File: src/cell_cfg_pkg.sv
// Offsets, field positions, reset values and function codes of the logic cell.
package cell_cfg_pkg;
	localparam int          ADDR_W        = 6;
	localparam int          SRC_N         = 16;
	localparam int          GATE_N        = 4;
	// Register byte offsets; gate n select sits at OFS_GATE_BASE + 4*n.
	localparam logic [5:0]  OFS_CONTROL   = 6'h00;
	localparam logic [5:0]  OFS_POLARITY  = 6'h04;
	localparam logic [5:0]  OFS_SEL_LOW   = 6'h08;
	localparam logic [5:0]  OFS_SEL_HIGH  = 6'h0c;
	localparam logic [5:0]  OFS_GATE_BASE = 6'h10;
	localparam logic [5:0]  OFS_STATUS    = 6'h20;
	// Control fields.
	localparam int          BIT_ENABLE    = 7;
	localparam int          BIT_PIN_OE    = 6;
	localparam int          BIT_VIEW      = 5;
	localparam int          BIT_RISE_EN   = 4;
	localparam int          BIT_FALL_EN   = 3;
	localparam int          MODE_LSB      = 0;
	// Polarity, select and status fields.
	localparam int          BIT_RES_INV   = 7;
	localparam int          GINV_LSB      = 0;
	localparam int          SEL_LO_LSB    = 0;
	localparam int          SEL_HI_LSB    = 4;
	localparam int          BIT_IRQ_FLAG  = 0;
	// Values after reset.
	localparam logic [7:0]  CONTROL_RST   = 8'h00;
	localparam logic        RES_INV_RST   = 1'b0;
	localparam logic        STATE_RST     = 1'b0;
	localparam logic [15:0] SYNC_RST      = 16'h0000;
	// Source pool offsets of the four data selectors.
	localparam logic [3:0]  D1_BASE       = 4'h0;
	localparam logic [3:0]  D2_BASE       = 4'h4;
	localparam logic [3:0]  D3_BASE       = 4'h8;
	localparam logic [3:0]  D4_BASE       = 4'hc;
	typedef enum logic [2:0] {
		FN_AND_OR, FN_OR_XOR, FN_AND4, FN_SR_LATCH,
		FN_DFF_SR, FN_DFF2_R, FN_JK_R, FN_LATCH_SR
	} cell_func_t;
endpackage : cell_cfg_pkg

File: src/cell_path_if.sv
// Carrier between the cell core, the input synchroniser and the data gates.
`timescale 1ns/10ps
interface cell_path_if;
	logic [15:0] srcSync;
	wire logic [3:0] dataIn;
	logic [7:0]  gateSel [4];
	logic [3:0]  gateInv;
	wire logic [3:0] gateOut;
	modport sync (output srcSync);
	modport gate (input dataIn, input gateSel, input gateInv, output gateOut);
	modport core (input srcSync, input gateOut, output dataIn, output gateSel, output gateInv);
endinterface : cell_path_if

File: src/logic_cell_config_regs.sv
// Register bank and datapath of one configurable logic cell on an Avalon-MM slave.
//
// Contract
// - Enable bit 7 lets the cell work; clear forces the cell output low.
// - Control bit 6 connects the cell result to its pin driver.
// - Control bit 5 reads the final cell output; writes ignored.
// - Rise enable bit 4 sets the interrupt flag on each output rise.
// - Fall enable bit 3 sets the interrupt flag on each output fall.
// - Codes 000 to 011: AND-OR, OR-XOR, four-input AND, set-reset latch.
// - Code 100 D flop with set and reset; 101 two-input D flop with reset.
// - Code 110 J-K flop with reset; 111 transparent latch with set, reset.
// - Polarity bit 7 inverts the function result into the cell output.
// - Polarity bits 0 to 3 invert gates 1 to 4 before the function.
// - Polarity bits 6 to 4 read zero and ignore writes.
// - Data 1 takes source code, sources 0 to 7.
// - Data 2 takes source code plus 4, sources 4 to 11.
// - Data 3 takes source code plus 8, sources 8 to 15.
// - Data 4 takes sources 12 to 15, then 0 to 3.
// - Bits 7 and 3 of both select registers read zero.
// - Control and result invert clear on reset; selections keep their value.
// - Each gate ANDs its enabled inputs; none enabled gives zero before inversion.
// - A result invert change raises an edge like any other transition.
`timescale 1ns/10ps
module logic_cell_config_regs (
	input  wire logic        sys_clk,
	input  wire logic        arst_n,
	input  wire logic [5:0]  address,
	input  wire logic        read,
	input  wire logic        write,
	input  wire logic [31:0] writedata,
	input  wire logic [3:0]  byteenable,
	output logic      [31:0] readdata,
	output logic             waitrequest,
	input  wire logic [15:0] srcIn,
	output logic             cellOut,
	output logic             pinOut,
	output logic             pinOe,
	output logic             irqFlag
);
	// Control register fields, cleared by every reset.
	logic        enable_r;
	logic        pinOe_r;
	logic        riseEn_r;
	logic        fallEn_r;
	logic [2:0]  mode_r;
	logic        resInv_r;
	// Selection fields, kept across reset.
	logic [3:0]  gateInv_r;
	logic [2:0]  d1Sel_r;
	logic [2:0]  d2Sel_r;
	logic [2:0]  d3Sel_r;
	logic [2:0]  d4Sel_r;
	logic [7:0]  gateSel_r [4];
	// Bus slave state.
	logic        waitReq_r;
	logic [31:0] readData_r;
	logic        wrTake;
	logic        byteLow;
	logic [7:0]  rdMux;
	// Cell datapath.
	logic        cellOut_r;
	logic        pinOut_r;
	logic        pinOeOut_r;
	logic        prevOut_r;
	logic        irqFlag_r;
	logic        state_r;
	logic        clkPrev_r;
	logic        clkRise;
	logic        funcComb;
	logic        cellNxt;
	logic        edgeHit;
	logic        flagClr;
	logic [3:0]  g;
	logic [3:0]  d1Idx;
	logic [3:0]  d2Idx;
	logic [3:0]  d3Idx;
	logic [3:0]  d4Idx;
	cell_cfg_pkg::cell_func_t mode;

	cell_path_if path ();

	input_sync uSync (
		.sys_clk (sys_clk),
		.arst_n  (arst_n),
		.rawIn   (srcIn),
		.path    (path.sync)
	);

	// One data gate per logic function input.
	for (genvar n = 0; n < cell_cfg_pkg::GATE_N; n++) begin : gGate
		data_gate #(.IDX(n)) uGate (
			.path (path.gate)
		);
	end

	// Source pool indices wrap in four bits, which gives data 4 its split range.
	assign d1Idx = cell_cfg_pkg::D1_BASE + {1'b0, d1Sel_r};
	assign d2Idx = cell_cfg_pkg::D2_BASE + {1'b0, d2Sel_r};
	assign d3Idx = cell_cfg_pkg::D3_BASE + {1'b0, d3Sel_r};
	assign d4Idx = cell_cfg_pkg::D4_BASE + {1'b0, d4Sel_r};

	// Selected data and gate configuration go out to the gates.
	assign path.dataIn[0] = path.srcSync[d1Idx];
	assign path.dataIn[1] = path.srcSync[d2Idx];
	assign path.dataIn[2] = path.srcSync[d3Idx];
	assign path.dataIn[3] = path.srcSync[d4Idx];
	assign path.gateSel   = gateSel_r;
	assign path.gateInv   = gateInv_r;
	assign g              = path.gateOut;

	assign mode = cell_cfg_pkg::cell_func_t'(mode_r);

	// Gate 1 clocks the flop modes; its edge is seen in the system clock.
	assign clkRise = g[0] & ~clkPrev_r;

	// Write takes effect on the edge that completes the transfer.
	assign byteLow = byteenable[0];
	assign wrTake  = write & ~waitReq_r & byteLow;

	// Bus slave: one wait cycle, then the answer stands for one edge.
	always_ff @(posedge sys_clk or negedge arst_n) begin
		if (!arst_n) begin
			waitReq_r <= 1'b1;
		end else if ((read | write) & waitReq_r) begin
			waitReq_r <= 1'b0;
		end else begin
			waitReq_r <= 1'b1;
		end
	end

	// Read mux; unmapped offsets and unimplemented bits read zero.
	always_comb begin
		rdMux = 8'h00;
		case (address)
			cell_cfg_pkg::OFS_CONTROL: begin
				rdMux[cell_cfg_pkg::BIT_ENABLE]  = enable_r;
				rdMux[cell_cfg_pkg::BIT_PIN_OE]  = pinOe_r;
				rdMux[cell_cfg_pkg::BIT_VIEW]    = cellOut_r;
				rdMux[cell_cfg_pkg::BIT_RISE_EN] = riseEn_r;
				rdMux[cell_cfg_pkg::BIT_FALL_EN] = fallEn_r;
				rdMux[cell_cfg_pkg::MODE_LSB +: 3] = mode_r;
			end
			cell_cfg_pkg::OFS_POLARITY: begin
				rdMux[cell_cfg_pkg::BIT_RES_INV] = resInv_r;
				rdMux[cell_cfg_pkg::GINV_LSB +: 4] = gateInv_r;
			end
			cell_cfg_pkg::OFS_SEL_LOW: begin
				rdMux[cell_cfg_pkg::SEL_LO_LSB +: 3] = d1Sel_r;
				rdMux[cell_cfg_pkg::SEL_HI_LSB +: 3] = d2Sel_r;
			end
			cell_cfg_pkg::OFS_SEL_HIGH: begin
				rdMux[cell_cfg_pkg::SEL_LO_LSB +: 3] = d3Sel_r;
				rdMux[cell_cfg_pkg::SEL_HI_LSB +: 3] = d4Sel_r;
			end
			cell_cfg_pkg::OFS_STATUS: begin
				rdMux[cell_cfg_pkg::BIT_IRQ_FLAG] = irqFlag_r;
			end
			default: begin
				if (address[5:4] == cell_cfg_pkg::OFS_GATE_BASE[5:4]) begin
					rdMux = gateSel_r[address[3:2]];
				end
			end
		endcase
	end

	// Read data is caught on the edge that lowers waitrequest.
	always_ff @(posedge sys_clk or negedge arst_n) begin
		if (!arst_n) begin
			readData_r <= 32'h00000000;
		end else if (read & waitReq_r) begin
			readData_r <= {24'h000000, rdMux};
		end
	end

	// Control fields clear on every reset.
	always_ff @(posedge sys_clk or negedge arst_n) begin
		if (!arst_n) begin
			enable_r <= cell_cfg_pkg::CONTROL_RST[cell_cfg_pkg::BIT_ENABLE];
			pinOe_r  <= cell_cfg_pkg::CONTROL_RST[cell_cfg_pkg::BIT_PIN_OE];
			riseEn_r <= cell_cfg_pkg::CONTROL_RST[cell_cfg_pkg::BIT_RISE_EN];
			fallEn_r <= cell_cfg_pkg::CONTROL_RST[cell_cfg_pkg::BIT_FALL_EN];
			mode_r   <= cell_cfg_pkg::CONTROL_RST[cell_cfg_pkg::MODE_LSB +: 3];
		end else if (wrTake && address == cell_cfg_pkg::OFS_CONTROL) begin
			enable_r <= writedata[cell_cfg_pkg::BIT_ENABLE];
			pinOe_r  <= writedata[cell_cfg_pkg::BIT_PIN_OE];
			riseEn_r <= writedata[cell_cfg_pkg::BIT_RISE_EN];
			fallEn_r <= writedata[cell_cfg_pkg::BIT_FALL_EN];
			mode_r   <= writedata[cell_cfg_pkg::MODE_LSB +: 3];
		end
	end

	// Result invert lives in the polarity register but clears like control.
	always_ff @(posedge sys_clk or negedge arst_n) begin
		if (!arst_n) begin
			resInv_r <= cell_cfg_pkg::RES_INV_RST;
		end else if (wrTake && address == cell_cfg_pkg::OFS_POLARITY) begin
			resInv_r <= writedata[cell_cfg_pkg::BIT_RES_INV];
		end
	end

	// Selections have no reset, so they come up unknown and survive resets.
	always_ff @(posedge sys_clk) begin
		if (wrTake) begin
			case (address)
				cell_cfg_pkg::OFS_POLARITY: begin
					gateInv_r <= writedata[cell_cfg_pkg::GINV_LSB +: 4];
				end
				cell_cfg_pkg::OFS_SEL_LOW: begin
					d1Sel_r <= writedata[cell_cfg_pkg::SEL_LO_LSB +: 3];
					d2Sel_r <= writedata[cell_cfg_pkg::SEL_HI_LSB +: 3];
				end
				cell_cfg_pkg::OFS_SEL_HIGH: begin
					d3Sel_r <= writedata[cell_cfg_pkg::SEL_LO_LSB +: 3];
					d4Sel_r <= writedata[cell_cfg_pkg::SEL_HI_LSB +: 3];
				end
				default: begin
					if (address[5:4] == cell_cfg_pkg::OFS_GATE_BASE[5:4]) begin
						gateSel_r[address[3:2]] <= writedata[7:0];
					end
				end
			endcase
		end
	end

	// Combinational functions; the stored modes present their state bit.
	always_comb begin
		funcComb = 1'b0;
		case (mode)
			cell_cfg_pkg::FN_AND_OR: begin
				funcComb = (g[0] & g[1]) | (g[2] & g[3]);
			end
			cell_cfg_pkg::FN_OR_XOR: begin
				funcComb = (g[0] | g[1]) ^ (g[2] | g[3]);
			end
			cell_cfg_pkg::FN_AND4: begin
				funcComb = &g;
			end
			default: begin
				funcComb = state_r;
			end
		endcase
	end

	// Stored functions; set and reset act as levels, reset winning except in the set-reset latch, where set wins.
	always_ff @(posedge sys_clk or negedge arst_n) begin
		if (!arst_n) begin
			state_r <= cell_cfg_pkg::STATE_RST;
		end else if (!enable_r) begin
			state_r <= cell_cfg_pkg::STATE_RST;
		end else begin
			case (mode)
				cell_cfg_pkg::FN_SR_LATCH: begin
					if (g[0] | g[1]) begin
						state_r <= 1'b1;
					end else if (g[2] | g[3]) begin
						state_r <= 1'b0;
					end
				end
				cell_cfg_pkg::FN_DFF_SR: begin
					if (g[2]) begin
						state_r <= 1'b0;
					end else if (g[3]) begin
						state_r <= 1'b1;
					end else if (clkRise) begin
						state_r <= g[1];
					end
				end
				cell_cfg_pkg::FN_DFF2_R: begin
					if (g[2]) begin
						state_r <= 1'b0;
					end else if (clkRise) begin
						state_r <= g[1] & g[3];
					end
				end
				cell_cfg_pkg::FN_JK_R: begin
					if (g[2]) begin
						state_r <= 1'b0;
					end else if (clkRise) begin
						state_r <= (g[1] & ~state_r) | (~g[3] & state_r);
					end
				end
				cell_cfg_pkg::FN_LATCH_SR: begin
					if (g[2]) begin
						state_r <= 1'b0;
					end else if (g[3]) begin
						state_r <= 1'b1;
					end else if (g[0]) begin
						state_r <= g[1];
					end
				end
				default: begin
					state_r <= state_r;
				end
			endcase
		end
	end

	// Previous gate 1 level for the flop clock edge.
	always_ff @(posedge sys_clk or negedge arst_n) begin
		if (!arst_n) begin
			clkPrev_r <= 1'b0;
		end else begin
			clkPrev_r <= g[0];
		end
	end

	// Output inversion comes last; a disabled cell drives zero.
	assign cellNxt = enable_r & (funcComb ^ resInv_r);

	// Cell output, pin data and pin enable all come from flops.
	always_ff @(posedge sys_clk or negedge arst_n) begin
		if (!arst_n) begin
			cellOut_r  <= 1'b0;
			pinOut_r   <= 1'b0;
			pinOeOut_r <= 1'b0;
		end else begin
			cellOut_r  <= cellNxt;
			pinOut_r   <= cellNxt;
			pinOeOut_r <= pinOe_r;
		end
	end

	// Edges of the registered output, so each transition is seen once.
	always_ff @(posedge sys_clk or negedge arst_n) begin
		if (!arst_n) begin
			prevOut_r <= 1'b0;
		end else begin
			prevOut_r <= cellOut_r;
		end
	end

	// An invert change shows up as a plain output edge here.
	assign edgeHit = (riseEn_r & cellOut_r & ~prevOut_r)
		| (fallEn_r & ~cellOut_r & prevOut_r);

	// Write one to the status bit clears the flag.
	assign flagClr = wrTake && address == cell_cfg_pkg::OFS_STATUS
		&& writedata[cell_cfg_pkg::BIT_IRQ_FLAG];

	// A new edge wins over a clear in the same cycle.
	always_ff @(posedge sys_clk or negedge arst_n) begin
		if (!arst_n) begin
			irqFlag_r <= 1'b0;
		end else if (edgeHit) begin
			irqFlag_r <= 1'b1;
		end else if (flagClr) begin
			irqFlag_r <= 1'b0;
		end
	end

	assign readdata    = readData_r;
	assign waitrequest = waitReq_r;
	assign cellOut     = cellOut_r;
	assign pinOut      = pinOut_r;
	assign pinOe       = pinOeOut_r;
	assign irqFlag     = irqFlag_r;
endmodule : logic_cell_config_regs

File: src/input_sync.sv
// Three-stage synchroniser with agreement filter for the source pool.
`timescale 1ns/10ps
module input_sync (
	input  wire logic        sys_clk,
	input  wire logic        arst_n,
	input  wire logic [15:0] rawIn,
	cell_path_if.sync        path
);
	logic [15:0] stage1_r;
	logic [15:0] stage2_r;
	logic [15:0] stage3_r;
	logic [15:0] stable_r;
	logic [15:0] agree;

	// Only stage2 reads stage1, so a metastable first stage cannot leak.
	always_ff @(posedge sys_clk or negedge arst_n) begin
		if (!arst_n) begin
			stage1_r <= cell_cfg_pkg::SYNC_RST;
			stage2_r <= cell_cfg_pkg::SYNC_RST;
			stage3_r <= cell_cfg_pkg::SYNC_RST;
		end else begin
			stage1_r <= rawIn;
			stage2_r <= stage1_r;
			stage3_r <= stage2_r;
		end
	end

	// A bit changes only once stages two and three agree on it.
	assign agree = ~(stage2_r ^ stage3_r);

	always_ff @(posedge sys_clk or negedge arst_n) begin
		if (!arst_n) begin
			stable_r <= cell_cfg_pkg::SYNC_RST;
		end else begin
			stable_r <= (stage3_r & agree) | (stable_r & ~agree);
		end
	end

	assign path.srcSync = stable_r;
endmodule : input_sync

File: src/data_gate.sv
// One data gate: AND of the enabled true or negated data inputs, then optional inversion.
`timescale 1ns/10ps
module data_gate #(
	parameter int IDX = 0
) (
	cell_path_if.gate path
);
	logic andHit;
	logic anyOn;

	// Bit 2k+1 gates data k true, bit 2k gates it negated; none enabled gives zero.
	always_comb begin
		andHit = 1'b1;
		anyOn  = 1'b0;
		for (int k = 0; k < 4; k++) begin
			if (path.gateSel[IDX][2*k+1]) begin
				anyOn  = 1'b1;
				andHit = andHit & path.dataIn[k];
			end
			if (path.gateSel[IDX][2*k]) begin
				anyOn  = 1'b1;
				andHit = andHit & ~path.dataIn[k];
			end
		end
	end

	// Gate polarity applies after the AND, so an empty gate can read as one.
	assign path.gateOut[IDX] = (anyOn & andHit) ^ path.gateInv[IDX];
endmodule : data_gate

File: config.mk
export PLATFORM = sky130hd
export DESIGN_NAME = logic_cell_config_regs
export DESIGN_NICKNAME = d
export VERILOG_FILES = /design/src/cell_cfg_pkg.sv /design/src/cell_path_if.sv /design/src/logic_cell_config_regs.sv /design/src/input_sync.sv /design/src/data_gate.sv
export SDC_FILE = /design/constraint.sdc
export NUM_CORES = 1
export LEC_CHECK = 0
export BUFFER_PORTS_ARGS = -buffer_cell sky130_fd_sc_hd__buf_2
export CELL_PAD_IN_SITES_DETAIL_PLACEMENT = 0
export CELL_PAD_IN_SITES_GLOBAL_PLACEMENT = 1
export CORE_MARGIN = 2
export CORE_UTILIZATION = 25
export CTS_CLUSTER_DIAMETER = 40
export DETAILED_ROUTE_END_ITERATION = 8
export MAX_ROUTING_LAYER = met4
export PLACE_DENSITY = 0.55
export SETUP_SLACK_MARGIN = 0.15
export SKIP_LAST_GASP = 1
export SLEW_MARGIN = 25
export SYNTH_ARGS = -nofsm -noshare
export SYNTH_HDL_FRONTEND = slang
export SYNTH_SLANG_ARGS = --single-unit
File: constraint.sdc
create_clock -name sys_clk -period 4.9 [get_ports sys_clk]
set_input_delay 0.735 -clock sys_clk [delete_from_list [all_inputs] [get_ports sys_clk]]
set_output_delay 0.735 -clock sys_clk [all_outputs]
set_load 0.02 [all_outputs]
==> flow_summary.yaml <==
outcome:
  outcome: "complete, no violations"
global_routing:
  grt_pass1_wl_um: 18600
  overflow: 0
  grt_usage_pct: 10.9
  grt_pass1_vias: 3153
  antenna_found_initial: 1
  grt_start_max_net_pins: 60
route:
  drc: 0
  via_per_inst: 4.37
  drt_iter0_drc: 271
  totalWireLength_um: 11600
  vias: 3096
  drt_pass1_iterations: 4
  ant_nets: 0
  wl_per_cell_um: 16.4
job:
  cap_violations: 0
logic_synthesis:
  avgSynthCellArea_um2: 15.7
  synth_fa_ha_area_share_pct: 2.88
  synthSimpleGateAreaFrac_pct: 6.65
  yosys_warnings: 0
  synth.area.top_cells: "dfrtp_1 39%, edfxtp_1 26%, mux4_2 6.9%, mux2i_1 3.4%, buf_4 3.4%"
  synth_area_um2: 5570
  synth_ff_type: "dfrtp_1"
  synth_cell_types: 48
  synth_commonest_cells: "86 x dfrtp_1, 48 x edfxtp_1, 25 x buf_4"
  synth-compound-area-share_pct: 4.36
  synthMuxAreaShare_pct: 15.1
  synth_seq_area_share_pct: 65.0
  synth_edf_count: 48
  yosysTopAreaCellShare_pct: 38.7
  synth_top_family_by_area: "multiplexers"
  synth_most_common_cell: "dfrtp_1"
  async_flop_share_pct: 64.4
  netlist_instances: 355
  synth_seq_cells: 135
  synth_xor_area_share_pct: 1.80
  synth_top_area_cell: "dfrtp_1"
layout:
  drive_above_1_share_pct: 28.8
  area_growth_pct: 19.3
  nNetsFinal: 476
  instances_no_fill: 708
critical_path:
  regToRegSetupSlack_ns: 1.91
  critPathMaxFanout: 6
  crit_path_end_kind: "flip-flop"
  worst_ep_required_time_ns: 5.20
  path_delay_family: "multiplexers"
  r2r.worst_path.cells: 10
  arrival_ns: 3.29
  worstReg2RegEnd: "state_r$_DFFE_PN0P_"
  startpoint_type: "flip-flop"
  cpPeakStageDelay_ns: 0.61
  timing.critical_path.buf_inv: 0
  r2r_start: "d4Sel_r[0]$_DFFE_PP_"
  cp_slowest_cell: "mux4_1"
  crit_chain: "mux4_1, mux2i_4, mux2i_1, nand3_1, nor2_2, xnor2_4, nor2_1, a2111oi_0, a211oi_1, o22a_1"
  critical_path_class: "reg2reg"
timing:
  hold_viol: 0
  fin_worst_skew_ns: 0.00820
  slew_headroom_pct: 46.2
  setup_viol: 0
  timing.hold.ws_ns: 0.222
  report.final.slew_viol_count: 0
  fin_setup_tns_ns: 0
  setup_slack_ns: 1.91
  tightest_slew_ns: 0.804
  fmax_mhz: 335
  grt_setup_unrepaired: "false"
  min_period_ns: 2.99
  finalCritPeriodShare_pct: 61.0
floorplan:
  core-area_um2: 21800
  io_pins: 99
  die_area_um2: 23500
  fp.dieW_um: 153
  num_rows: 54
  start_util_pct: 25.5
  die_h_um: 153
power:
  leakagePower_nw: 2.61
  p_per_area_nw_per_um2: 410
  ir_drop_mv: 0.254
clock_network:
  insertion_delay_ns: 0.42
  numCtsBuffers: 17
  tritoncts: "built"
  cts_hold_buffers: 0
  h-tree-depth: 4
  clkTransAtPathRegs_ns: 0.06
  ctsLongestPathBuffers: 2
  cts_setup_buffers: 0
  clock_sinks: 135
  cts_resized: 0
  clockRootBuffer: "clkbuf_16"
placement:
  hpwl_um: 8400
  place_congestion: 0.858
  placed_cells: 675
  numPortBuffers: 47
  post-place-ws_ns: 1.91
min_path:
  hp-class: "in2async"
[kinds of logic after synthesis]
| family | Yosys count |
|---|---|
| AO/OA/AOI/OAI | 37 |
| AND/OR/NAND/NOR | 72 |
| XOR/XNOR | 5 |
| flip-flops | 135 |
| other | 1 |
| adder cells (fa/ha/maj) | 16 |
| buffers and inverters | 36 |
| multiplexers | 53 |
[metrics by stage]
stage | utilization [%] | cell area [µm²] | power, mW
4_1_cts | 30.4 | 6640 | 2.76
5_1_grt | 30.4 | 6640 | 2.84
6_report | 30.4 | 6640 | 2.72
3_3_place_gp | 27.7 | 6040 | 1.48
2_1_floorplan | - | 5650 | 1.42
3_5_place_dp | 27.7 | 6050 | 1.49
[area by class of cell]
cell class | count | area [µm²]
diodes | 1 | 2.50
clock buffers | 18 | 439
clock inverters | 14 | 150
fillers | 2155 | 15200
inverters | 4 | 15.0
multi-input cells | 207 | 1810
flip-flops and latches | 135 | 3620
well taps | 280 | 350
repair buffers | 49 | 253
[worst max path at each step]
stage                               startpoint             endpoint  slack [ns]  cells past startpoint
final                     d4Sel_r[0]$_DFFE_PP_  state_r$_DFFE_PN0P_        1.91                     10
after floorplan           d4Sel_r[0]$_DFFE_PP_  state_r$_DFFE_PN0P_        2.26                      9
after CTS                 d4Sel_r[0]$_DFFE_PP_  state_r$_DFFE_PN0P_        1.90                     10
after global placement    d4Sel_r[0]$_DFFE_PP_  state_r$_DFFE_PN0P_        1.89                     10
after global routing      d4Sel_r[0]$_DFFE_PP_  state_r$_DFFE_PN0P_        1.74                     10
after detailed placement  d4Sel_r[0]$_DFFE_PP_  state_r$_DFFE_PN0P_        1.91                     10
[cell usage in the layout, fill, tap and decap left out, types with 2 or more instances in the layout]
master and n:
a22o_1 3, o21a_1 2, mux2i_1 19, nor3b_1 3
clkinv_4 2, nor4_1 9, a22oi_1 6, mux2_2 11
inv_1 4, inv_8 3, o21ai_0 6, inv_6 7
dfrtp_1 86, o211ai_1 2, mux4_2 17, buf_2 46
and3_1 3, nand3b_1 2, nand2_1 15, clkbuf_16 17
edfxtp_1 48, nand2b_1 3, xnor2_1 2, conb_1 24
maj3_1 16, nand3_1 5, nand3_2 2, a21oi_1 10
xor2_4 2, mux2i_4 4, nor2_1 21, buf_4 3
mux4_1 2
[layer usage]
layer	vias to the layer above	GRT usage [%]	routed length, µm
li1	1408	-	-
met1	1584	13.8	5360
met2	99	16.6	5530
met3	5	3.43	657
met4	0	3.44	80
met5	-	-	0
[report_power, final]
part	leakage (nW)	total, mW	switching, mW	internal [mW]
clock network	0.289	1.26	0.528	0.735
logic	0.848	0.206	0.124	0.0815
registers	1.47	1.26	0.0322	1.22
total	2.61	2.72	0.684	2.04
No activity file was read; power rests on OpenSTA's default activity.
